<file path="config.mk">
export PLATFORM = sky130hd
export DESIGN_NAME = lintmc_core
export DESIGN_NICKNAME = d
export VERILOG_FILES = /design/src/hdl/lintmc_pkg.sv /design/src/hdl/lintmc_core.sv
export SDC_FILE = /design/constraint.sdc
export NUM_CORES = 1
export LEC_CHECK = 0
export ABC_AREA = 1
export BUFFER_PORTS_ARGS = -buffer_cell sky130_fd_sc_hd__buf_2
export CORE_MARGIN = 10
export CORE_UTILIZATION = 30
export DETAILED_ROUTE_END_ITERATION = 7
export GPL_ROUTABILITY_DRIVEN = 0
export PLACE_DENSITY = 0.5
export SETUP_SLACK_MARGIN = 0.05
export SYNTH_ARGS = -nofsm -noshare
export SYNTH_HDL_FRONTEND = slang
export SYNTH_SLANG_ARGS = --single-unit
</file>
<file path="constraint.sdc">
create_clock -name i_clk -period 3.5 [get_ports i_clk]
set_clock_uncertainty 0.1 [all_clocks]
set_input_delay 0.175 -clock i_clk [delete_from_list [all_inputs] [get_ports i_clk]]
set_output_delay 0.175 -clock i_clk [all_outputs]
set_load 0.02 [all_outputs]
</file>
<file path="src/hdl/lintmc_pkg.sv">
// lintmc_pkg: constants, types and timing counts for the LIN transceiver mode control
// assumes a single 50 MHz clock; analog comparators arrive as digital levels
package lintmc_pkg;

  // ==========================================================
  // clock and printed times
  localparam int CLK_PERIOD_NS = 20;
  localparam int T_DOM_MS      = 6;     // dominant time-out
  localparam int T_RECOVER_US  = 10;    // txd high to re-arm driver
  localparam int T_RESET_MS    = 4;     // reset delay after vcc nominal
  localparam int T_SELECT_NS   = 3200;  // mode select window after enable fall
  localparam int T_WAKE_US     = 30;    // wake filter time, plain default

  // ==========================================================
  // cycle counts: least times round up, windows round down
  localparam int DOM_CYC     = (T_DOM_MS * 1000000 + CLK_PERIOD_NS - 1) / CLK_PERIOD_NS;
  localparam int RECOVER_CYC = (T_RECOVER_US * 1000 + CLK_PERIOD_NS - 1) / CLK_PERIOD_NS;
  localparam int RESET_CYC   = (T_RESET_MS * 1000000 + CLK_PERIOD_NS - 1) / CLK_PERIOD_NS;
  localparam int WAKE_CYC    = (T_WAKE_US * 1000 + CLK_PERIOD_NS - 1) / CLK_PERIOD_NS;
  localparam int SELECT_RAW  = T_SELECT_NS / CLK_PERIOD_NS;
  localparam int SELECT_CYC  = (SELECT_RAW < 1) ? 1 : SELECT_RAW;

  // ==========================================================
  // counter width and reset values
  localparam int                CNT_W      = 20;
  localparam logic [CNT_W-1:0]  CNT_ZERO   = 20'h00000;
  localparam logic              RXD_RST    = 1'h1;
  localparam logic              RSTOUT_RST = 1'h0;

  // ==========================================================
  // synchronised pin and comparator levels
  typedef struct packed {
    logic txd;          // transmit input, low = dominant
    logic en;           // mode enable input
    logic bus;          // bus receiver, high = recessive
    logic prewake;      // bus below prewake_threshold
    logic bat_ok;       // battery_supply above 5 V
    logic bat_present;  // battery_supply above 3.7 V
    logic vcc_ok;       // regulator output at nominal
  } lintmc_pins_t;

  localparam lintmc_pins_t PINS_RST = 7'h50;  // txd and bus idle high, rest low

  typedef enum logic [2:0] {
    M_UNPOWERED,
    M_FAILSAFE,
    M_NORMAL,
    M_SELECT,
    M_SILENT,
    M_SLEEP
  } lintmc_mode_t;

endpackage

</file>
<file path="src/hdl/lintmc_core.sv">
// lintmc_core: mode state machine, dominant time-out, wake detection, reset delay
// assumes pins and comparator levels are asynchronous; one 50 MHz clock
`timescale 1ns/1ns

// Function
// - enable high gives normal mode: transmit, receive and regulator active
// - in normal mode low transmit input drives bus dominant, high leaves recessive
// - in normal mode receive output follows the bus level
// - transmit low beyond 6 ms forces the driver recessive
// - transmit high over 10 us after time-out re-arms the driver
// - enable falling with transmit high selects silent, regulator stays on
// - enable falling with transmit low selects sleep, regulator off
// - sleep drives reset output and receive output low
// - sleep entry never disturbs the bus, even with late transmit fall
// - silent and sleep drop termination until bus below prewake threshold
// - fall, dominant beyond wake filter, then rise is a remote wake-up
// - wake in silent gives fail-safe, receive low; enable high gives normal
// - wake in sleep gives fail-safe, regulator on, receive low
// - enable high in sleep gives fail-safe, then normal after reset delay
// - power-up enters fail-safe with regulator on, reset low 4 ms
// - fail-safe waits for enable high, then goes to normal
// - battery below 3.7 V in silent or sleep returns in fail-safe
// - low reset output in normal, select or silent places the device in fail-safe at once
// - regulator undervoltage in normal or silent: reset low, fail-safe
// - reset held low 4 ms after vcc nominal, no mode change meanwhile
// - battery below 5 V disables transmission
module lintmc_core
  import lintmc_pkg::*;
#(
  parameter int DOM_TIMEOUT_CYC = DOM_CYC,
  parameter int RESET_DELAY_CYC = RESET_CYC
) (
  input  wire logic   i_clk,
  input  wire logic   i_reset_n,
  input  wire logic   i_txd,
  input  wire logic   i_en,
  input  wire logic   i_bus,
  input  wire logic   i_prewake,
  input  wire logic   i_bat_ok,
  input  wire logic   i_bat_present,
  input  wire logic   i_vcc_ok,
  output logic        o_rxd,
  output logic        o_bus_out,
  output logic        o_bus_oe_n,
  output logic        o_reset_out_n,
  output logic        o_reg_on,
  output logic        o_term_on,
  output lintmc_mode_t o_mode
);

  // ==========================================================
  // helpers
  function automatic logic [CNT_W-1:0] sat_inc(input logic [CNT_W-1:0] v);
    sat_inc = (&v) ? v : v + 20'h00001;
  endfunction

  function automatic logic [CNT_W-1:0] cyc(input int n);
    cyc = n[CNT_W-1:0];
  endfunction

  // ==========================================================
  // input synchronisers
  lintmc_pins_t pins_raw;
  lintmc_pins_t sync1_q;
  lintmc_pins_t pins_q;

  assign pins_raw = '{txd: i_txd, en: i_en, bus: i_bus, prewake: i_prewake,
                      bat_ok: i_bat_ok, bat_present: i_bat_present, vcc_ok: i_vcc_ok};

  always_ff @(posedge i_clk or negedge i_reset_n) begin
    if (!i_reset_n) begin
      sync1_q <= PINS_RST;
      pins_q  <= PINS_RST;
    end else begin
      sync1_q <= pins_raw;
      pins_q  <= sync1_q;
    end
  end

  // ==========================================================
  // state
  lintmc_mode_t     mode_q,   mode_d;
  logic [CNT_W-1:0] dom_q,    dom_d;
  logic [CNT_W-1:0] rec_q,    rec_d;
  logic             lock_q,   lock_d;
  logic [CNT_W-1:0] rcnt_q,   rcnt_d;
  logic             rst_q,    rst_d;
  logic [CNT_W-1:0] sel_q,    sel_d;
  logic [CNT_W-1:0] wcnt_q,   wcnt_d;
  logic             bus_p_q,  bus_p_d;
  logic             wake_q,   wake_d;
  logic             term_q,   term_d;
  logic             rxd_q,    rxd_d;
  logic             oe_n_q,   oe_n_d;
  logic             reg_q,    reg_d;
  logic             wake_ev;
  logic             quiet;

  always_comb begin
    mode_d  = mode_q;
    dom_d   = dom_q;
    rec_d   = rec_q;
    lock_d  = lock_q;
    rcnt_d  = rcnt_q;
    sel_d   = sel_q;
    wcnt_d  = wcnt_q;
    bus_p_d = pins_q.bus;
    wake_d  = wake_q;
    wake_ev = 1'b0;
    quiet   = (mode_q == M_SILENT) || (mode_q == M_SLEEP);

    // dominant time-out and re-arm
    if (!pins_q.txd) begin
      dom_d = sat_inc(dom_q);
      rec_d = CNT_ZERO;
      if (dom_q >= cyc(DOM_TIMEOUT_CYC)) begin
        lock_d = 1'b1;
      end
    end else begin
      dom_d = CNT_ZERO;
      rec_d = sat_inc(rec_q);
      if (rec_q >= cyc(RECOVER_CYC)) begin
        lock_d = 1'b0;
      end
    end

    // reset delay after regulator reaches nominal
    if (pins_q.vcc_ok && reg_q && mode_q != M_SLEEP) begin
      rcnt_d = sat_inc(rcnt_q);
    end else begin
      rcnt_d = CNT_ZERO;
    end
    // wake filter, runs only with the receiver back on
    if (quiet && term_q) begin
      if (bus_p_q && !pins_q.bus) begin
        wcnt_d = CNT_ZERO;
      end else if (!pins_q.bus) begin
        wcnt_d = sat_inc(wcnt_q);
      end else if (!bus_p_q && pins_q.bus) begin
        wake_ev = (wcnt_q >= cyc(WAKE_CYC));
        wcnt_d  = CNT_ZERO;
      end
    end else begin
      wcnt_d = CNT_ZERO;
    end

    // mode transitions
    unique case (mode_q)
      M_UNPOWERED: begin
        if (pins_q.bat_present) begin
          mode_d = M_FAILSAFE;
        end
      end
      M_FAILSAFE: begin
        if (rst_q && pins_q.en) begin
          mode_d = M_NORMAL;
          wake_d = 1'b0;
        end
      end
      M_NORMAL: begin
        if (!rst_q) begin
          mode_d = M_FAILSAFE;
        end else if (!pins_q.en) begin
          mode_d = M_SELECT;
          sel_d  = CNT_ZERO;
        end
      end
      M_SELECT: begin
        sel_d = sat_inc(sel_q);
        if (!rst_q) begin
          mode_d = M_FAILSAFE;
        end else if (pins_q.en) begin
          mode_d = M_NORMAL;
        end else if (sel_q >= cyc(SELECT_CYC)) begin
          mode_d = pins_q.txd ? M_SILENT : M_SLEEP;
        end
      end
      M_SILENT: begin
        if (!rst_q) begin
          mode_d = M_FAILSAFE;
        end else if (wake_ev) begin
          mode_d = M_FAILSAFE;
          wake_d = 1'b1;
        end else if (pins_q.en) begin
          mode_d = M_NORMAL;
        end
      end
      M_SLEEP: begin
        if (wake_ev) begin
          mode_d = M_FAILSAFE;
          wake_d = 1'b1;
        end else if (pins_q.en) begin
          mode_d = M_FAILSAFE;
        end
      end
      default: mode_d = M_FAILSAFE;
    endcase

    if (!pins_q.bat_present) begin
      mode_d = M_UNPOWERED;
      wake_d = 1'b0;
    end

    // termination and receiver in low-power modes
    if (mode_d == M_SILENT || mode_d == M_SLEEP) begin
      term_d = quiet && (term_q || pins_q.prewake);
    end else begin
      term_d = (mode_d != M_UNPOWERED);
    end

    reg_d = (mode_d != M_SLEEP) && (mode_d != M_UNPOWERED);

    // reset drops on the same edge the regulator is switched off
    rst_d = (rcnt_q >= cyc(RESET_DELAY_CYC)) && pins_q.vcc_ok && reg_q
            && reg_d;

    // driver: only normal mode, armed, supply good
    oe_n_d = !((mode_d == M_NORMAL) && !pins_q.txd && !lock_d
               && pins_q.bat_ok && rst_d);

    unique case (mode_d)
      M_NORMAL:   rxd_d = pins_q.bus;
      M_FAILSAFE: rxd_d = !wake_d;
      M_SLEEP:    rxd_d = 1'b0;
      M_UNPOWERED: rxd_d = 1'b1;
      default:    rxd_d = 1'b1;
    endcase
  end

  always_ff @(posedge i_clk or negedge i_reset_n) begin
    if (!i_reset_n) begin
      mode_q  <= M_UNPOWERED;
      dom_q   <= CNT_ZERO;
      rec_q   <= CNT_ZERO;
      lock_q  <= 1'b0;
      rcnt_q  <= CNT_ZERO;
      rst_q   <= RSTOUT_RST;
      sel_q   <= CNT_ZERO;
      wcnt_q  <= CNT_ZERO;
      bus_p_q <= 1'b1;
      wake_q  <= 1'b0;
      term_q  <= 1'b0;
      rxd_q   <= RXD_RST;
      oe_n_q  <= 1'b1;
      reg_q   <= 1'b0;
    end else begin
      mode_q  <= mode_d;
      dom_q   <= dom_d;
      rec_q   <= rec_d;
      lock_q  <= lock_d;
      rcnt_q  <= rcnt_d;
      rst_q   <= rst_d;
      sel_q   <= sel_d;
      wcnt_q  <= wcnt_d;
      bus_p_q <= bus_p_d;
      wake_q  <= wake_d;
      term_q  <= term_d;
      rxd_q   <= rxd_d;
      oe_n_q  <= oe_n_d;
      reg_q   <= reg_d;
    end
  end

  // ==========================================================
  // outputs
  always_ff @(posedge i_clk or negedge i_reset_n) begin
    if (!i_reset_n) begin
      o_bus_out <= 1'b0;
    end else begin
      o_bus_out <= 1'b0;  // open drain, only ever pulls low
    end
  end

  assign o_rxd         = rxd_q;
  assign o_bus_oe_n    = oe_n_q;
  assign o_reset_out_n = rst_q;
  assign o_reg_on      = reg_q;
  assign o_term_on     = term_q;
  assign o_mode        = mode_q;

  // ==========================================================
  // assertions
  property p_normal_en;
    @(posedge i_clk) disable iff (!i_reset_n)
      (mode_q == M_FAILSAFE && rst_q && pins_q.en && pins_q.bat_present)
      |=> (mode_q == M_NORMAL && reg_q);
  endproperty
  a_normal_en: assert property (p_normal_en) else $error("no normal mode on enable");

  property p_drive_only_normal;
    @(posedge i_clk) disable iff (!i_reset_n)
      !oe_n_q |-> (mode_q == M_NORMAL && !lock_q && rst_q && $past(pins_q.bat_ok));
  endproperty
  a_drive_only_normal: assert property (p_drive_only_normal) else $error("bad drive");

  property p_rxd_follows;
    @(posedge i_clk) disable iff (!i_reset_n)
      (mode_q == M_NORMAL) |-> (rxd_q == $past(pins_q.bus));
  endproperty
  a_rxd_follows: assert property (p_rxd_follows) else $error("rxd not bus");

  property p_dom_lock;
    @(posedge i_clk) disable iff (!i_reset_n)
      (!pins_q.txd && dom_q >= cyc(DOM_TIMEOUT_CYC)) |=> (lock_q && oe_n_q);
  endproperty
  a_dom_lock: assert property (p_dom_lock) else $error("time-out missed");

  property p_rearm;
    @(posedge i_clk) disable iff (!i_reset_n)
      (lock_q && pins_q.txd && rec_q >= cyc(RECOVER_CYC)) |=> !lock_q;
  endproperty
  a_rearm: assert property (p_rearm) else $error("driver not re-armed");

  property p_select;
    @(posedge i_clk) disable iff (!i_reset_n)
      (mode_q == M_SELECT && rst_q && !pins_q.en && pins_q.bat_present
       && sel_q >= cyc(SELECT_CYC))
      |=> (mode_q == ($past(pins_q.txd) ? M_SILENT : M_SLEEP));
  endproperty
  a_select: assert property (p_select) else $error("wrong mode selected");

  property p_sleep_low;
    @(posedge i_clk) disable iff (!i_reset_n)
      (mode_q == M_SLEEP) |-> (!rxd_q && !rst_q && !reg_q && oe_n_q);
  endproperty
  a_sleep_low: assert property (p_sleep_low) else $error("sleep outputs wrong");

  property p_wake;
    @(posedge i_clk) disable iff (!i_reset_n)
      (wake_ev && quiet && pins_q.bat_present && (rst_q || mode_q == M_SLEEP))
      |=> (mode_q == M_FAILSAFE && !rxd_q && reg_q);
  endproperty
  a_wake: assert property (p_wake) else $error("wake not indicated");

  property p_reset_hold;
    @(posedge i_clk) disable iff (!i_reset_n)
      $rose(rst_q) |-> ($past(rcnt_q) >= cyc(RESET_DELAY_CYC));
  endproperty
  a_reset_hold: assert property (p_reset_hold) else $error("reset released early");

  property p_rst_failsafe;
    @(posedge i_clk) disable iff (!i_reset_n)
      (!rst_q && pins_q.bat_present && (mode_q == M_NORMAL || mode_q == M_SILENT))
      |=> (mode_q == M_FAILSAFE);
  endproperty
  a_rst_failsafe: assert property (p_rst_failsafe) else $error("no fail-safe on reset");

  property p_undervolt;
    @(posedge i_clk) disable iff (!i_reset_n)
      !pins_q.bat_ok |=> oe_n_q;
  endproperty
  a_undervolt: assert property (p_undervolt) else $error("driving at low supply");

  c_sleep_wake:  cover property (@(posedge i_clk) mode_q == M_SLEEP && wake_ev);
  c_silent:      cover property (@(posedge i_clk) mode_q == M_SELECT ##1 mode_q == M_SILENT);
  c_dom_lock:    cover property (@(posedge i_clk) $rose(lock_q));
  c_normal_up:   cover property (@(posedge i_clk) $rose(mode_q == M_NORMAL));

endmodule

</file>
==> flow_summary.json <==
{
  "synth-xor-area-share_pct": 2.61,
  "rsz0062_at_grt": "false",
  "pre_cts_slack_ns": 0.886,
  "crit_fanout": 22,
  "p_leak_nw": 3.48,
  "crit_path_top_delay_cell": "dfstp_2",
  "post_drt_wl_per_cell_um": 13.3,
  "drv_slew": 0,
  "rows": 56,
  "num_vias": 6211,
  "crit_path_cell_trace": "inv_1 > ha_1 > nor3_4 > nand4_1 > nand2_2 > inv_2 > nand3_1 > o21ai_0",
  "synthAdderAreaFrac_pct": 2.13,
  "dieArea_um2": 30100,
  "drt-total-wl_um": 17300,
  "clk_path_buf_depth": 2,
  "grt_use_total_pct": 11.8,
  "hold_path_depth": 0,
  "cts.sinks": 125,
  "min_from": "sync1_q[2]$_DFF_PN0_",
  "synth-compound-area-share_pct": 11.0,
  "portBuffers": 16,
  "hp-class": "reg -> reg",
  "max_freq_ghz": 0.383,
  "totalNegativeSetupSlack_ns": 0,
  "r2r_cells": 8,
  "core_um2": 23300,
  "total_power_mw": 3.45,
  "r2r_slack_ns": 0.89,
  "hold_slack_ns": 0.248,
  "start_util_pct": 30.3,
  "clk_pin_slew_ns": 0.05,
  "min_to": "pins_q[2]$_DFF_PN0_",
  "finalInstanceArea_um2": 8180,
  "criticalPathCategory": "reg -> reg",
  "startpoint": "bus_p_d$_DFF_PN1_",
  "period_needed_ns": 2.61,
  "cts_tree": "built",
  "yosys.area_share.simple_pct": 31.0,
  "yosys_warnings": 0,
  "r2r_start": "bus_p_d$_DFF_PN1_",
  "layout-drive-gt1-share_pct": 8.53,
  "drtIter0Drc": 479,
  "drc": 0,
  "num-fill-cells": 2435,
  "hold_violations": 0,
  "synthCells": 939,
  "endpoint_kind": "register",
  "placed_area_um2": 7490,
  "avgSynthCellArea_um2": 7.52,
  "worstMarginPinSlew_ns": 0.897,
  "maxCapViolations": 0,
  "muxShareOfSynthArea_pct": 0,
  "die_x_um": 173,
  "max_slew_margin_pct": 40.2,
  "dr.pass1.iters": 7,
  "synth_top_family_by_area": "simple AND/OR/NAND/NOR gates",
  "clockRootBuffer": "clkbuf_16",
  "grt_pass1_wl_um": 29800,
  "syn2layout_area_growth_pct": 15.9,
  "antenna_found_initial": 0,
  "synthFlopType": "dfrtp_1",
  "ant_nets": 0,
  "die_y_um": 173,
  "post_cts_buffers": 0,
  "synth-seq-cells": 125,
  "antennaDiodeCount": 0,
  "synth_edf_count": 0,
  "crit_family": "simple AND/OR/NAND/NOR gates",
  "grt_pass1_vias": 6053,
  "required_ns": 3.69,
  "setup-violations-final": 0,
  "worst_setup_path_start_kind": "register",
  "viasPerCell": 4.76,
  "io_pins": 18,
  "max_stage_delay_ns": 0.67,
  "worst-path-buf-inv": 2,
  "cts_buffers": 17,
  "peakVddDrop_mv": 0.238,
  "outcome": "finished, final reports clean",
  "grt_max_degree": 97,
  "htree_levels": 4,
  "crit_arrival_ns": 2.79,
  "setup_ws_ns": 0.892,
  "r2r-end": "wcnt_q[13]$_DFFE_PN0P_",
  "netlist_area_um2": 7060,
  "hpwl_um": 12500,
  "yosysSeqAreaShare_pct": 44.4,
  "finalCritPeriodShare_pct": 74.5,
  "synth.distinct_cells": 45,
  "ys_async_sr_fraction_pct": 100,
  "clk_latency_ns": 0.42,
  "syn-num-nets": 960,
  "grt_overflow_total": 0,
  "p_per_area_nw_per_um2": 422,
  "fin_nets": 993
}
-- cell usage in the layout, fill, tap and decap left out, types with 3 or more instances in the layout --
cell / synthesis / final
dfrtp_1: 118 / 118
nor4_1: 16 / 16
a31oi_1: 6 / 6
nor3_1: 54 / 54
dfstp_2: 7 / 7
bufinv_16: 0 / 4
clkinv_2: 0 / 5
o21ai_1: 3 / 3
o21ai_0: 66 / 66
clkbuf_16: 0 / 17
buf_2: 3 / 15
a211oi_1: 8 / 8
nor2_1: 108 / 108
inv_2: 6 / 6
nand3_1: 78 / 78
dlygate4sd3_1: 0 / 8
a21oi_1: 43 / 43
o211ai_1: 4 / 4
nand4_1: 26 / 26
ha_1: 12 / 12
xor2_1: 16 / 16
or2_2: 8 / 8
buf_4: 2 / 4
nand2_1: 180 / 180
xnor2_1: 5 / 5
inv_1: 132 / 132
-- how the worst max path moves through the flow --
stage / to / cells after the start
after global routing: wcnt_q[13]$_DFFE_PN0P_ / 8
after floorplan: o_reset_out_n$_DFF_PN0_ / 14
after detailed placement: wcnt_q[13]$_DFFE_PN0P_ / 8
final: wcnt_q[13]$_DFFE_PN0P_ / 8
after global placement: wcnt_q[5]$_DFFE_PN0P_ / 9
after CTS: wcnt_q[13]$_DFFE_PN0P_ / 8
-- flip-flops by register name (all words and copies together) (netlist names), 3 cells and up --
| signal | count |
|---|---|
| dom_q | 20 |
| pins_q | 6 |
| o_mode | 3 |
| sel_q | 20 |
| rec_q | 20 |
| sync1_q | 7 |
| wcnt_q | 20 |
| rcnt_q | 20 |
-- per-layer routing --
layer	vias up	global-route usage [%]	part of all wire, %
met4	0	4.46	1.7
met3	19	2.44	3.6
met1	2912	16.1	50
met2	108	18.0	45
li1	3172	-	-
met5	-	0	0
-- kinds of logic (layout without fill, tap and decap cells) --
logic type      count (synthesis)  count (layout)
other cells                     1               1
simple gates                  485             485
compound gates                140             140
fa+ha+maj                      12              12
xor+xnor                       21              21
buf+inv                       155             201
flops                         125             125
-- worst register-to-register path, cell delays in order, from the launching register on --
cell	delay [ns]
dfstp_2	0.67
inv_1	0.15
ha_1	0.34
nor3_4	0.37
nand4_1	0.16
nand2_2	0.25
inv_2	0.22
nand3_1	0.14
o21ai_0	0.08
-- cell type report --
class | instances | area, um^2 | share of cell area, %
Inverter | 141 | 537 | 6.56
Clock inverter | 12 | 169 | 2.06
Sequential cell | 125 | 3140 | 38.3
Clock buffer | 20 | 447 | 5.46
Timing Repair Buffer | 28 | 196 | 2.40
Tap cell | 319 | 399 | 4.88
Multi-Input combinational cell | 659 | 3300 | 40.3
-- metrics by stage --
| step | utilization (%) | cells |
|---|---|---|
| finish | 35.1 | 1304 |
| global route | 35.1 | 1304 |
| CTS | 35.1 | 1304 |
| detailed placement | 32.1 | 1264 |
| global placement | 32.1 | 1264 |
| floorplan | - | 939 |
-- synth_stat cells (4+ instances only) --
master / number / area, um^2
a21oi_1: 43 / 215
nand2_1: 180 / 676
inv_1: 132 / 495
or2_2: 8 / 50.1
nand3_1: 78 / 390
nor3_1: 54 / 270
ha_1: 12 / 150
inv_2: 6 / 22.5
a211oi_1: 8 / 60.1
dfrtp_1: 118 / 2950
o211ai_1: 4 / 30.0
nand4_1: 26 / 163
dfstp_2: 7 / 184
xnor2_1: 5 / 43.8
clkbuf_1: 6 / 22.5
a31oi_1: 6 / 37.5
xor2_1: 16 / 140
o21ai_0: 66 / 330
nor4_1: 16 / 100
nor2_1: 108 / 405
-- repair_timing --
item                      in CTS  in global routing
hold buffers                   8                  0
hold endpoints to repair      96                  0
resized for setup              0                  0
-- where the power goes --
part           internal [mW]  switching, mW
registers               1.47         0.0197
logic                 0.0293         0.0759
clock network           1.20          0.655
total                   2.70          0.750
Note: power is estimated with default switching activity, not from simulation.
